File: src/xps_pkg.sv
// ==========================================================
// Shared constants and types for the crosspoint control block
package xps_pkg;

    // ==========================================================
    // Array geometry
    localparam int XPS_NUM_OUT = 8;
    localparam int XPS_NUM_IN = 16;
    localparam int XPS_SEL_BITS = 4;
    localparam int XPS_ADDR_BITS = 3;
    localparam int XPS_FIELD_BITS = XPS_SEL_BITS + 1;
    localparam int XPS_WORD_BITS = XPS_NUM_OUT * XPS_FIELD_BITS;

    // ==========================================================
    // Field layout inside one 5-bit field (bit 0 shifts in last)
    localparam int XPS_FLD_EN_POS = 0;
    localparam int XPS_FLD_SEL_LO = 1;

    // ==========================================================
    // Reset values
    localparam logic [XPS_WORD_BITS-1:0] XPS_WORD_RST = 40'h00_0000_0000;
    localparam logic [1:0] XPS_SYNC_RST = 2'h0;

    // Input select in field order: first shifted bit is select LSB
    typedef struct packed {
        logic sel_b0;
        logic sel_b1;
        logic sel_b2;
        logic sel_b3;
        logic en;
    } xps_field_t;

    // Parallel programming bundle
    typedef struct packed {
        logic [XPS_ADDR_BITS-1:0] addr;
        xps_field_t field;
    } xps_par_t;

    // Binary input number held in a field
    function automatic logic [XPS_SEL_BITS-1:0] xps_sel_of(
        input xps_field_t f
    );
        xps_sel_of = {f.sel_b3, f.sel_b2, f.sel_b1, f.sel_b0};
    endfunction : xps_sel_of

endpackage : xps_pkg

File: src/xps_field_decode.sv
`timescale 1ns/1ps
// ==========================================================
// Decodes one latched field into a one-of-sixteen select and enable
module xps_field_decode
    import xps_pkg::*;
(
    input wire logic clk,
    input wire logic rst_n,
    input xps_field_t field,
    input wire logic out_reset_n,
    output logic [XPS_NUM_IN-1:0] sel_onehot,
    output logic out_en
);

    wire logic [XPS_SEL_BITS-1:0] sel_num;
    wire logic en_live;

    // Enable is gated off at once by the reset pin
    assign sel_num = xps_sel_of(field);
    assign en_live = field.en & out_reset_n;
    // Select bits do nothing while the output is disabled
    assign sel_onehot = en_live ? (16'h0001 << sel_num) : 16'h0000;
    assign out_en = en_live;
endmodule : xps_field_decode

File: src/xps_ctrl.sv
`timescale 1ns/1ps
// ==========================================================
// Crosspoint switch control: serial/parallel loader and latches
// How it works
// - chip select high ignores clock and transfer
// - loading happens only on falling prog clock
// - serial mode shifts serial input each fall while transfer high
// - chain output is input delayed 40 shifts
// - parallel mode writes addressed 5-bit slice
// - transfer low with select low and reset pin high follows register
// - transfer high holds latches isolated
// - reset pin disables outputs, state kept
// - mode low serial, high parallel
// - output address binary, bit 0 least significant
// - four select bits form binary input number
// - fifth bit enables addressed output
// - each output owns field; disabled ignores select
module xps_ctrl
    import xps_pkg::*;
#(
    parameter int NUM_OUT = XPS_NUM_OUT,
    parameter int WORD_BITS = XPS_WORD_BITS
)
(
    input wire logic clk,
    input wire logic rstn,
    input wire logic prog_clk,
    input wire logic chip_sel_n,
    input wire logic xfer_n,
    input wire logic load_mode_select,
    input wire logic serial_in,
    input wire logic out_addr_0,
    input wire logic out_addr_1,
    input wire logic out_addr_2,
    input wire logic in_sel_0,
    input wire logic in_sel_1,
    input wire logic in_sel_2,
    input wire logic in_sel_3,
    input wire logic out_enable_bit,
    input wire logic out_reset_n,
    output logic serial_out,
    output logic [NUM_OUT-1:0][XPS_NUM_IN-1:0] out_select,
    output logic [NUM_OUT-1:0] out_en,
    output logic [WORD_BITS-1:0] latch_word
);

    // ==========================================================
    // Reset release synchroniser
    logic [1:0] rst_sync_q;
    wire logic rst_n_s;

    always_ff @(posedge clk or negedge rstn)
    begin
        if (!rstn)
            rst_sync_q <= XPS_SYNC_RST;
        else
            rst_sync_q <= {rst_sync_q[0], 1'b1};
    end
    assign rst_n_s = rst_sync_q[1];

    // ==========================================================
    // Field access helper
    function automatic xps_field_t field_of(
        input logic [XPS_WORD_BITS-1:0] w,
        input logic [XPS_ADDR_BITS-1:0] idx
    );
        field_of = w[idx*XPS_FIELD_BITS +: XPS_FIELD_BITS];
    endfunction : field_of

    // ==========================================================
    // Pin bundling and edge detection
    logic prog_clk_q;
    logic [XPS_WORD_BITS-1:0] shift_q;
    logic [XPS_WORD_BITS-1:0] shift_d;
    logic [XPS_WORD_BITS-1:0] latch_q;
    logic serial_out_q;
    wire xps_par_t par;
    wire logic clk_fall;
    wire logic load_ok;
    wire logic ser_ev;
    wire logic par_ev;
    wire logic follow;

    // Address bits in binary, bit 0 least significant; one driver for all
    assign par = '{addr: {out_addr_2, out_addr_1, out_addr_0},
                   field: '{sel_b0: in_sel_0, sel_b1: in_sel_1,
                            sel_b2: in_sel_2, sel_b3: in_sel_3,
                            en: out_enable_bit}};

    // Only a high-to-low step of the programming clock loads
    assign clk_fall = prog_clk_q & ~prog_clk;
    // Chip select high blocks both load and transfer
    assign load_ok = clk_fall & ~chip_sel_n & xfer_n;
    // Mode pin low selects serial, high parallel
    assign ser_ev = load_ok & ~load_mode_select;
    assign par_ev = load_ok & load_mode_select;
    // Latches open only with select and transfer low, reset idle
    assign follow = ~chip_sel_n & ~xfer_n & out_reset_n;

    // Next shift register value
    always_comb
    begin
        shift_d = shift_q;
        if (ser_ev)
            shift_d = {shift_q[XPS_WORD_BITS-2:0], serial_in};
        else if (par_ev)
            shift_d[par.addr*XPS_FIELD_BITS +: XPS_FIELD_BITS] =
                par.field;
    end

    // ==========================================================
    // Storage; the reset pin does not touch any of it
    always_ff @(posedge clk or negedge rst_n_s)
    begin
        if (!rst_n_s)
            prog_clk_q <= 1'b0;
        else
            prog_clk_q <= prog_clk;
    end

    always_ff @(posedge clk or negedge rst_n_s)
    begin
        if (!rst_n_s)
            shift_q <= XPS_WORD_RST;
        else
            shift_q <= shift_d;
    end

    // Chain output takes the bit leaving the last stage
    always_ff @(posedge clk or negedge rst_n_s)
    begin
        if (!rst_n_s)
            serial_out_q <= 1'b0;
        else if (ser_ev)
            serial_out_q <= shift_q[XPS_WORD_BITS-1];
    end

    // Switch latches: follow while open, hold otherwise
    always_ff @(posedge clk or negedge rst_n_s)
    begin
        if (!rst_n_s)
            latch_q <= XPS_WORD_RST;
        else if (follow)
            latch_q <= shift_q;
    end

    assign serial_out = serial_out_q;
    assign latch_word = latch_q;

    // ==========================================================
    // Per-output decode
    for (genvar k = 0; k < NUM_OUT; k++)
    begin : g_out
        xps_field_decode u_dec (
            .clk(clk),
            .rst_n(rst_n_s),
            .field(field_of(latch_q, XPS_ADDR_BITS'(k))),
            .out_reset_n(out_reset_n),
            .sel_onehot(out_select[k]),
            .out_en(out_en[k])
        );

    end
endmodule : xps_ctrl

File: config.mk
export PLATFORM = sky130hd
export DESIGN_NAME = xps_ctrl
export DESIGN_NICKNAME = d
export VERILOG_FILES = /design/src/xps_pkg.sv /design/src/xps_field_decode.sv /design/src/xps_ctrl.sv
export SDC_FILE = /design/constraint.sdc
export NUM_CORES = 1
export LEC_CHECK = 0
export BUFFER_PORTS_ARGS = -buffer_cell sky130_fd_sc_hd__buf_2
export CORE_UTILIZATION = 49
export DETAILED_ROUTE_END_ITERATION = 8
export GPL_TIMING_DRIVEN = 0
export PLACE_DENSITY = 0.81
export SLEW_MARGIN = 20
export SYNTH_ARGS = -nofsm -noshare
export SYNTH_HDL_FRONTEND = slang
export SYNTH_HIERARCHICAL = 1
export SYNTH_SLANG_ARGS = --single-unit
File: constraint.sdc
create_clock -name clk -period 2.9 [get_ports clk]
set_input_delay 0.58 -clock clk [delete_from_list [all_inputs] [get_ports clk]]
set_output_delay 0.58 -clock clk [all_outputs]
set_load 0.01 [all_outputs]
==> flow_summary.yaml, run 1 <==
clock_tree:
  htreeDepth: 3
  post_cts_buffers: 0
  path_clk_slew_ns: 0.08
  cts.path.max_buffers: 2
  worstSkewPairLatency_ns: 0.36
  cts_buffers: 9
  cts_tree: "built"
  root_buffer: "clkbuf_8"
  cts.sinks: 84
finish:
  postLayoutCoreUtil_pct: 65.1
  mostFrequentLayoutCell: "buf_2"
  fin_cells: 840
  fin_nets: 725
  n_fill_cell: 744
  drive_above_1_share_pct: 38.5
  n_antenna_cell: 0
  mostFrequentLayoutCells: "buf_2 (194), nor2_1 (107), dfrtp_1 (83)"
  areaGrowthSynthToFinish_pct: 28.2
global_routing:
  grt_first_pass_wirelength_um: 19600
  track_usage_pct: 24.5
  overflow: 0
  grt_max_degree: 43
  antenna_found_initial: 0
  grt_pass1_vias: 4137
yosys:
  seq_area_frac_synth_pct: 44.6
  synth_nets: 527
  muxShareOfSynthArea_pct: 9.55
  ys_ff_latch: 84
  yosysUniqueCellTypes: 45
  synth_largest_area_cell: "dfrtp_1"
  synth_top_family_by_area: "simple AND/OR/NAND/NOR gates"
  synth-xor-area-share_pct: 0.531
  synth-async-reset-ratio_pct: 100
  synth_edf_count: 0
  avgSynthCellArea_um2: 9.28
  synth-main-ff-cell: "dfrtp_1"
  synth-compound-area-share_pct: 14.4
  yosysWarnings: 6
  synth_top_area_share_pct: 44.6
  synthSimpleGateAreaFrac_pct: 27.5
  synth_fa_ha_area_share_pct: 0.796
  synthTopCellsByArea: "dfrtp_1 (45%), mux2_2 (9.6%), nor2_1 (8.5%)"
  synthesis.area_um2: 4720
  synthCells: 508
sta:
  hold-worst-slack_ns: 0.320
  clock.fmax_ghz: 0.407
  clock_skew_ns: 0.00985
  rsz0062_at_grt: "no"
  final.period_utilization_pct: 84.7
  worstMarginPinSlew_ns: 0.693
  hold_viol: 0
  maxSlewHeadroom_pct: 53.8
  setup_viol: 0
  period_minus_slack_ns: 2.46
  slew_viol_final: 0
drt:
  vias: 4753
  dr.first_iter.drc_count: 316
  first_pass_iters: 5
  avgRoutedWirePerCell_um: 15.0
  drc_errors: 0
  drt-total-wl_um: 12600
  vias_per_cell: 5.66
  ant_nets: 0
power_and_ir_drop:
  power.leakage_nw: 2.93
  p_per_area_nw_per_um2: 606
  ir_drop_mv: 0.495
placement:
  io_buffers: 185
  gp_congestion: 0.966
  place_inst: 823
  dp_hpwl_um: 9280
status:
  outcome: "complete, no violations"
floorplanning:
  die_w_um: 100
  initial_core_util_pct: 50.8
  num_io_pins: 193
  rows: 35
  core-area_um2: 9280
  die_area_um2: 10000
  die_y_um: 100
worst_setup_path:
  r2r_cells: 5
  regToRegEndpoint: "shift_q[2]"
  r2r_start: "prog_clk_q"
  cp_max_fo: 41
  r2r_setup_slack_ns: 1.31
  cp_data_required_time_ns: 2.32
  start_kind: "input pin"
  crit_type: "in -> out"
  cp.arrival_ns: 1.88
  critPathCaptureType: "primary output"
min_path:
  hp-class: "reg -> async"
flow_run:
  cap_violations: 0
[what timing repair did]
item                                   4_1_cts  5_1_grt
gates resized for setup                      0        0
endpoints found under the hold margin        2        0
hold buffers                                 1        0
[cells by family (layout without fill, tap and decap cells)]
kind of cell | after synthesis | in the layout
flip-flops | 84 | 84
buffers and inverters | 25 | 228
XOR/XNOR | 2 | 2
multiplexers | 40 | 40
adder cells (fa/ha/maj) | 3 | 3
AND/OR/NAND/NOR | 254 | 254
other | 1 | 1
AO/OA/AOI/OAI | 99 | 99
[cells in the mapped netlist, drive strengths merged (2+ instances only)]
cell type  number
nor2          107
dfrtp          84
mux2           40
nand2          35
nor3           32
a21oi          26
o22ai          25
nand2b         23
nand4b         16
and2           12
buf            12
a22oi          10
o21ai          10
nand4bb         9
a31oi           8
clkbuf          8
nand4           8
o221a           6
inv             5
a211oi          4
ha              3
a21o            2
a221oi          2
nand3           2
nor2b           2
nor3b           2
o211ai          2
[worst max-delay path by stage]
stage | from | end | cells past startpoint
2_1_floorplan | rst_sync_q[1] | latch_word[0] | 0
5_1_grt | out_reset_n | out_select[117] | 4
4_1_cts | out_reset_n | out_select[69] | 4
3_3_place_gp | rst_sync_q[1] | latch_word[39] | 0
6_report | out_reset_n | out_select[69] | 4
3_5_place_dp | out_reset_n | latch_word[17] | 4
[worst max-delay path, stage by stage]
cell and delay (ns):
buf_2 0.54, nand4_1 0.34, nor3_1 0.24, buf_2 0.17
[flip-flops by register name, indices dropped and copies added, names as in the netlist]
| register | cells |
|---|---|
| serial_out | 1 |
| rst_sync_q | 2 |
| latch_word | 40 |
| shift_q | 40 |
| prog_clk_q | 1 |
[layer usage]
layer,routed length [um],track usage (%),vias up
met5,0,0,-
met4,136,6.24,0
met3,874,6.06,20
met2,6200,41.6,228
met1,5400,31.5,2257
li1,-,-,2248
[where the power goes]
part           switching, mW  leakage, nW  internal, mW  total (mW)
logic                  0.524         1.78         0.480        1.00
clock network          0.414        0.102         0.446       0.860
registers              0.372         1.06          1.43        1.80
[cell type report]
type | instances | area [um^2] | area share, %
buffer | 20 | 101 | 1.68
clock buffer | 11 | 151 | 2.50
clock inverter | 5 | 58.8 | 0.972
inverter | 5 | 18.8 | 0.310
multi-input combinational | 399 | 2490 | 41.2
sequential | 84 | 2110 | 34.8
tap | 129 | 161 | 2.67
timing repair buffer | 187 | 956 | 15.8
[per-stage QoR]
stage,total power [mW],cell area (um^2),worst slack (ns),setup TNS [ns]
6_report,3.66,6050,0.443,0
5_1_grt,3.87,6050,0.276,0
4_1_cts,3.67,6050,0.427,0
3_5_place_dp,2.82,5830,0.334,0
3_3_place_gp,2.76,5800,-0.344,-28.03
2_1_floorplan,2.38,4720,0.387,0
Power figures use the tool's default switching activity.
==> run 2: changes to the inputs <==
- CORE_UTILIZATION: 49 -> 44
- PLACE_DENSITY: 0.81 -> 0.77
- clock period: 2.9 -> 2.1 ns (I/O delays scaled with it)
==> flow_summary.yaml, run 2 (synthesized netlist as in run 1, its figures left out) <==
status:
  outcome: "complete, no violations"
worst_setup_path:
  r2r_cells: 5
  regToRegEndpoint: "shift_q[22]"
  crit_type: "reg -> out"
  cp.arrival_ns: 1.47
  critical-path-max-stage-delay_ns: 0.43
  cp_max_fo: 6
  critPathCaptureType: "primary output"
  r2r_start: "prog_clk_q"
  cp_slowest_cell: "dfrtp_1"
  start_kind: "flip-flop"
  r2r_setup_slack_ns: 0.49
  cp_cell_sequence: "nand4b_1, nor3_1, buf_2"
  path_delay_family: "simple AND/OR/NAND/NOR gates"
  path_buf_inv: 1
  cp_data_required_time_ns: 1.68
clock_tree:
  cts.sinks: 84
  htreeDepth: 3
  path_clk_slew_ns: 0.08
  root_buffer: "clkbuf_8"
  post_cts_buffers: 0
  cts.path.max_buffers: 2
  cts_buffers: 9
  cts_tree: "built"
  worstSkewPairLatency_ns: 0.36
min_path:
  holdPathStages: 1
  min_from: "prog_clk"
  hp-class: "in -> reg"
  holdPathEnd: "prog_clk_q"
global_routing:
  grt_pass1_vias: 4209
  grt_max_degree: 46
  antenna_found_initial: 1
  overflow: 0
  track_usage_pct: 22.8
  grt_first_pass_wirelength_um: 20500
sta:
  clock_skew_ns: 0.00731
  hold_viol: 0
  maxSlewHeadroom_pct: 60.7
  hold-worst-slack_ns: 0.192
  period_minus_slack_ns: 1.89
  setup_viol: 0
  slew_viol_final: 0
  rsz0062_at_grt: "no"
  clock.fmax_ghz: 0.529
  fin_tns_setup_ns: 0
  final.period_utilization_pct: 90.0
  worstMarginPinSlew_ns: 0.590
placement:
  place_area_um2: 5840
  place_inst: 830
  dp_hpwl_um: 9410
  io_buffers: 185
  gp_congestion: 0.890
flow_run:
  cap_violations: 0
floorplanning:
  core-area_um2: 10400
  die_w_um: 106
  initial_core_util_pct: 45.5
  die_y_um: 106
  rows: 37
  die_area_um2: 11100
  num_io_pins: 193
power_and_ir_drop:
  power_mw: 5.08
  power.leakage_nw: 2.94
  p_per_area_nw_per_um2: 840
  ir_drop_mv: 0.655
drt:
  avgRoutedWirePerCell_um: 15.1
  first_pass_iters: 5
  ant_nets: 0
  drc_errors: 0
  vias_per_cell: 5.57
  vias: 4712
  dr.first_iter.drc_count: 455
  drt-total-wl_um: 12800
finish:
  drive_above_1_share_pct: 38.3
  fin_nets: 725
  n_antenna_cell: 0
  areaGrowthSynthToFinish_pct: 28.4
  fin_cells: 846
  mostFrequentLayoutCells: "buf_2 (193), nor2_1 (107), dfrtp_1 (83)"
  mostFrequentLayoutCell: "buf_2"
  design_area_um2: 6050
==> run 2: changes by cell type in the layout (fill, tap and decap cells not counted), sizes merged <==
| cell | before | now |
|---|---|---|
| clkinv | 1 | 2 |
| inv | 6 | 5 |
| clkinvlp | 2 | 1 |
| clkbuf | 19 | 18 |
| bufinv | 1 | 2 |
==> run 2: what timing repair did <==
| item | 4_1_cts | 5_1_grt |
|---|---|---|
| hold buffers | 1 | 0 |
| hold endpoints to repair | 2 | 0 |
| resized for setup | 1 | 0 |
| endpoints found under the setup margin | 7 | 0 |
==> run 2: final cells by class <==
type,instances,area (um^2)
fillers,881,4320
multi-input cells,399,2490
flip-flops and latches,84,2110
repair buffers,187,958
well taps,136,170
clock buffers,10,128
plain buffers,20,101
clock inverters,5,77.6
inverters,5,18.8
==> run 2: where the power goes <==
part,internal (mW),leakage (nW),switching [mW]
Clock,0.660,0.102,0.568
Combinational,0.663,1.78,0.716
Sequential,1.97,1.06,0.503
Total,3.29,2.94,1.79
==> run 2: how the worst max path moves through the flow <==
stage	from	to	slack, ns	cells after the start
4_1_cts	latch_word[17]	out_select[49]	0.19	3
3_5_place_dp	out_reset_n	latch_word[3]	-0.32	4
2_1_floorplan	out_addr_0	shift_q[24]	0.28	7
3_3_place_gp	out_reset_n	latch_word[26]	-0.27	4
5_1_grt	latch_word[17]	out_select[49]	0.06	3
6_report	latch_word[17]	out_select[49]	0.21	3
==> run 2: stage by stage <==
step	setup slack, ns	utilization [%]
after CTS	0.193	58.4
final	0.209	58.4
after detailed placement	-0.321	56.3
after global placement	-0.275	56.1
after floorplan	0.283	-
after global routing	0.0613	58.4
==> run 2: per-layer routing <==
metal	up-vias	track usage, %	routed length, um
met5	-	0	0
met4	0	4.86	125
met3	15	4.95	834
met2	214	40.2	6220
met1	2250	28.7	5610
li1	2233	-	-
==> run 3: changes to the inputs <==
- CTS_BUF_LIST: default -> sky130_fd_sc_hd__clkbuf_16
==> flow_summary.yaml, run 3 (synthesized netlist as in run 1, its figures left out) <==
status:
  outcome: "complete, no violations"
power_and_ir_drop:
  ir_drop_mv: 0.704
  power.leakage_nw: 2.99
  p_per_area_nw_per_um2: 895
worst_setup_path:
  cp_data_required_time_ns: 2.38
  r2r_setup_slack_ns: 0.45
  cp_cell_sequence: "buf_2, inv_1, ha_1, nor2b_1, o21ai_0, a21oi_1, o221a_2"
  critPathLaunch: "out_addr_1"
  cp_slowest_cell: "a21oi_1"
  r2r_start: "prog_clk_q"
  crit_type: "in -> reg"
  regToRegEndpoint: "shift_q[2]"
  start_kind: "input pin"
  critical-path-max-stage-delay_ns: 0.38
  critPathCaptureType: "flip-flop"
  cp-endpoint: "shift_q[34]"
  cp_max_fo: 6
  r2r_cells: 5
  cp.arrival_ns: 2.17
drt:
  dr.first_iter.drc_count: 478
  drt-total-wl_um: 12900
  m1WireLength_um: 5650
  vias: 4691
  vias_per_cell: 5.54
  ant_nets: 0
  wl_met2_um: 6340
  wl_met3_um: 803
  avgRoutedWirePerCell_um: 15.3
  highest_layer: "met4"
  drc_errors: 0
  first_pass_iters: 5
global_routing:
  overflow: 0
  grt_pass1_vias: 4236
  grt_first_pass_wirelength_um: 20700
  antenna_found_initial: 1
  grt_max_degree: 46
  track_usage_pct: 23.2
sta:
  final.period_utilization_pct: 89.9
  maxSlewHeadroom_pct: 61.5
  hold_viol: 0
  fin_tns_setup_ns: 0
  setup_ws_ns: 0.213
  setup_viol: 0
  slew_viol_final: 0
  period_minus_slack_ns: 1.89
  rsz0062_at_grt: "no"
  clock_skew_ns: 0.00421
  clock.fmax_ghz: 0.530
  worstMarginPinSlew_ns: 0.577
  hold-worst-slack_ns: 0.211
flow_run:
  cap_violations: 0
clock_tree:
  htreeDepth: 3
  cts.sinks: 84
  cts_tree: "built"
  path_clk_slew_ns: 0.06
  cts.path.max_buffers: 2
  root_buffer: "clkbuf_16"
  worstSkewPairLatency_ns: 0.34
  cts_buffers: 9
  post_cts_buffers: 0
finish:
  areaGrowthSynthToFinish_pct: 30.5
  drive_above_1_share_pct: 38.3
  mostFrequentLayoutCell: "buf_2"
  fin_nets: 725
  mostFrequentLayoutCells: "buf_2 (193), nor2_1 (107), dfrtp_1 (83)"
  n_fill_cell: 867
  n_antenna_cell: 0
  design_area_um2: 6150
placement:
  dp_hpwl_um: 9410
  place_area_um2: 5840
  dpl_worst_slack_ns: -0.321
  io_buffers: 185
  gp_congestion: 0.890
floorplanning:
  core-area_um2: 10400
  rows: 37
  die_y_um: 106
  die_area_um2: 11100
  num_io_pins: 193
  die_w_um: 106
  initial_core_util_pct: 45.5
min_path:
  hp-class: "in -> reg"
[run 3: cell count changes in the layout (fill, tap and decap cells not counted), sizes merged]
cell / previous run / this run
clkbuf: 18 / 17
inv: 5 / 6
[run 3: worst max-delay path: cells and delay by family]
| kind | cells | cell delay (ns) |
|---|---|---|
| AO/OA/AOI/OAI | 3 | 0.79 |
| AND/OR/NAND/NOR | 1 | 0.37 |
| buffers and inverters | 2 | 0.23 |
| adder cells (fa/ha/maj) | 1 | 0.34 |
[run 3: worst min-delay path by stage]
stage,start,endpoint,slack (ns),cells after the start
2_1_floorplan,rstn,rst_sync_q[0],0.12,0
3_3_place_gp,rstn,rst_sync_q[0],0.21,1
3_5_place_dp,rstn,rst_sync_q[0],0.21,1
4_1_cts,prog_clk,prog_clk_q,0.21,1
5_1_grt,prog_clk,prog_clk_q,0.21,1
6_report,prog_clk,prog_clk_q,0.21,1
[run 3: where the power goes]
part	internal [mW]	leakage (nW)	switching (mW)
sequential	1.98	1.06	0.505
combinational	0.663	1.78	0.718
clock	1.03	0.152	0.621
total	3.66	2.99	1.84
[run 3: layer usage]
metal	vias up	GRT usage, %
met5	-	0
met4	0	5.06
met3	17	5.32
met2	185	40.8
met1	2250	28.9
li1	2239	-
[run 3: metrics by stage]
stage	instances	total power [mW]	utilization, %
finish	846	5.51	59.4
global route	846	5.82	59.4
CTS	846	5.54	59.4
detailed placement	830	3.89	56.3
global placement	829	3.82	56.1
floorplan	508	3.29	-
[run 3: what timing repair did]
item,in CTS,in global routing
hold buffers,1,0
gates resized for setup,1,0
hold endpoints to repair,2,0
setup endpoints to repair,7,0
[run 3: final cells by class]
class	instances	area, um^2	share of cell area, %
clock inverter	6	81.3	1.32
timing repair buffer	187	958	15.6
buffer	20	101	1.65
sequential	84	2110	34.2
clock buffer	9	225	3.66
multi-input combinational	399	2490	40.5
tap	136	170	2.76
inverter	5	18.8	0.305
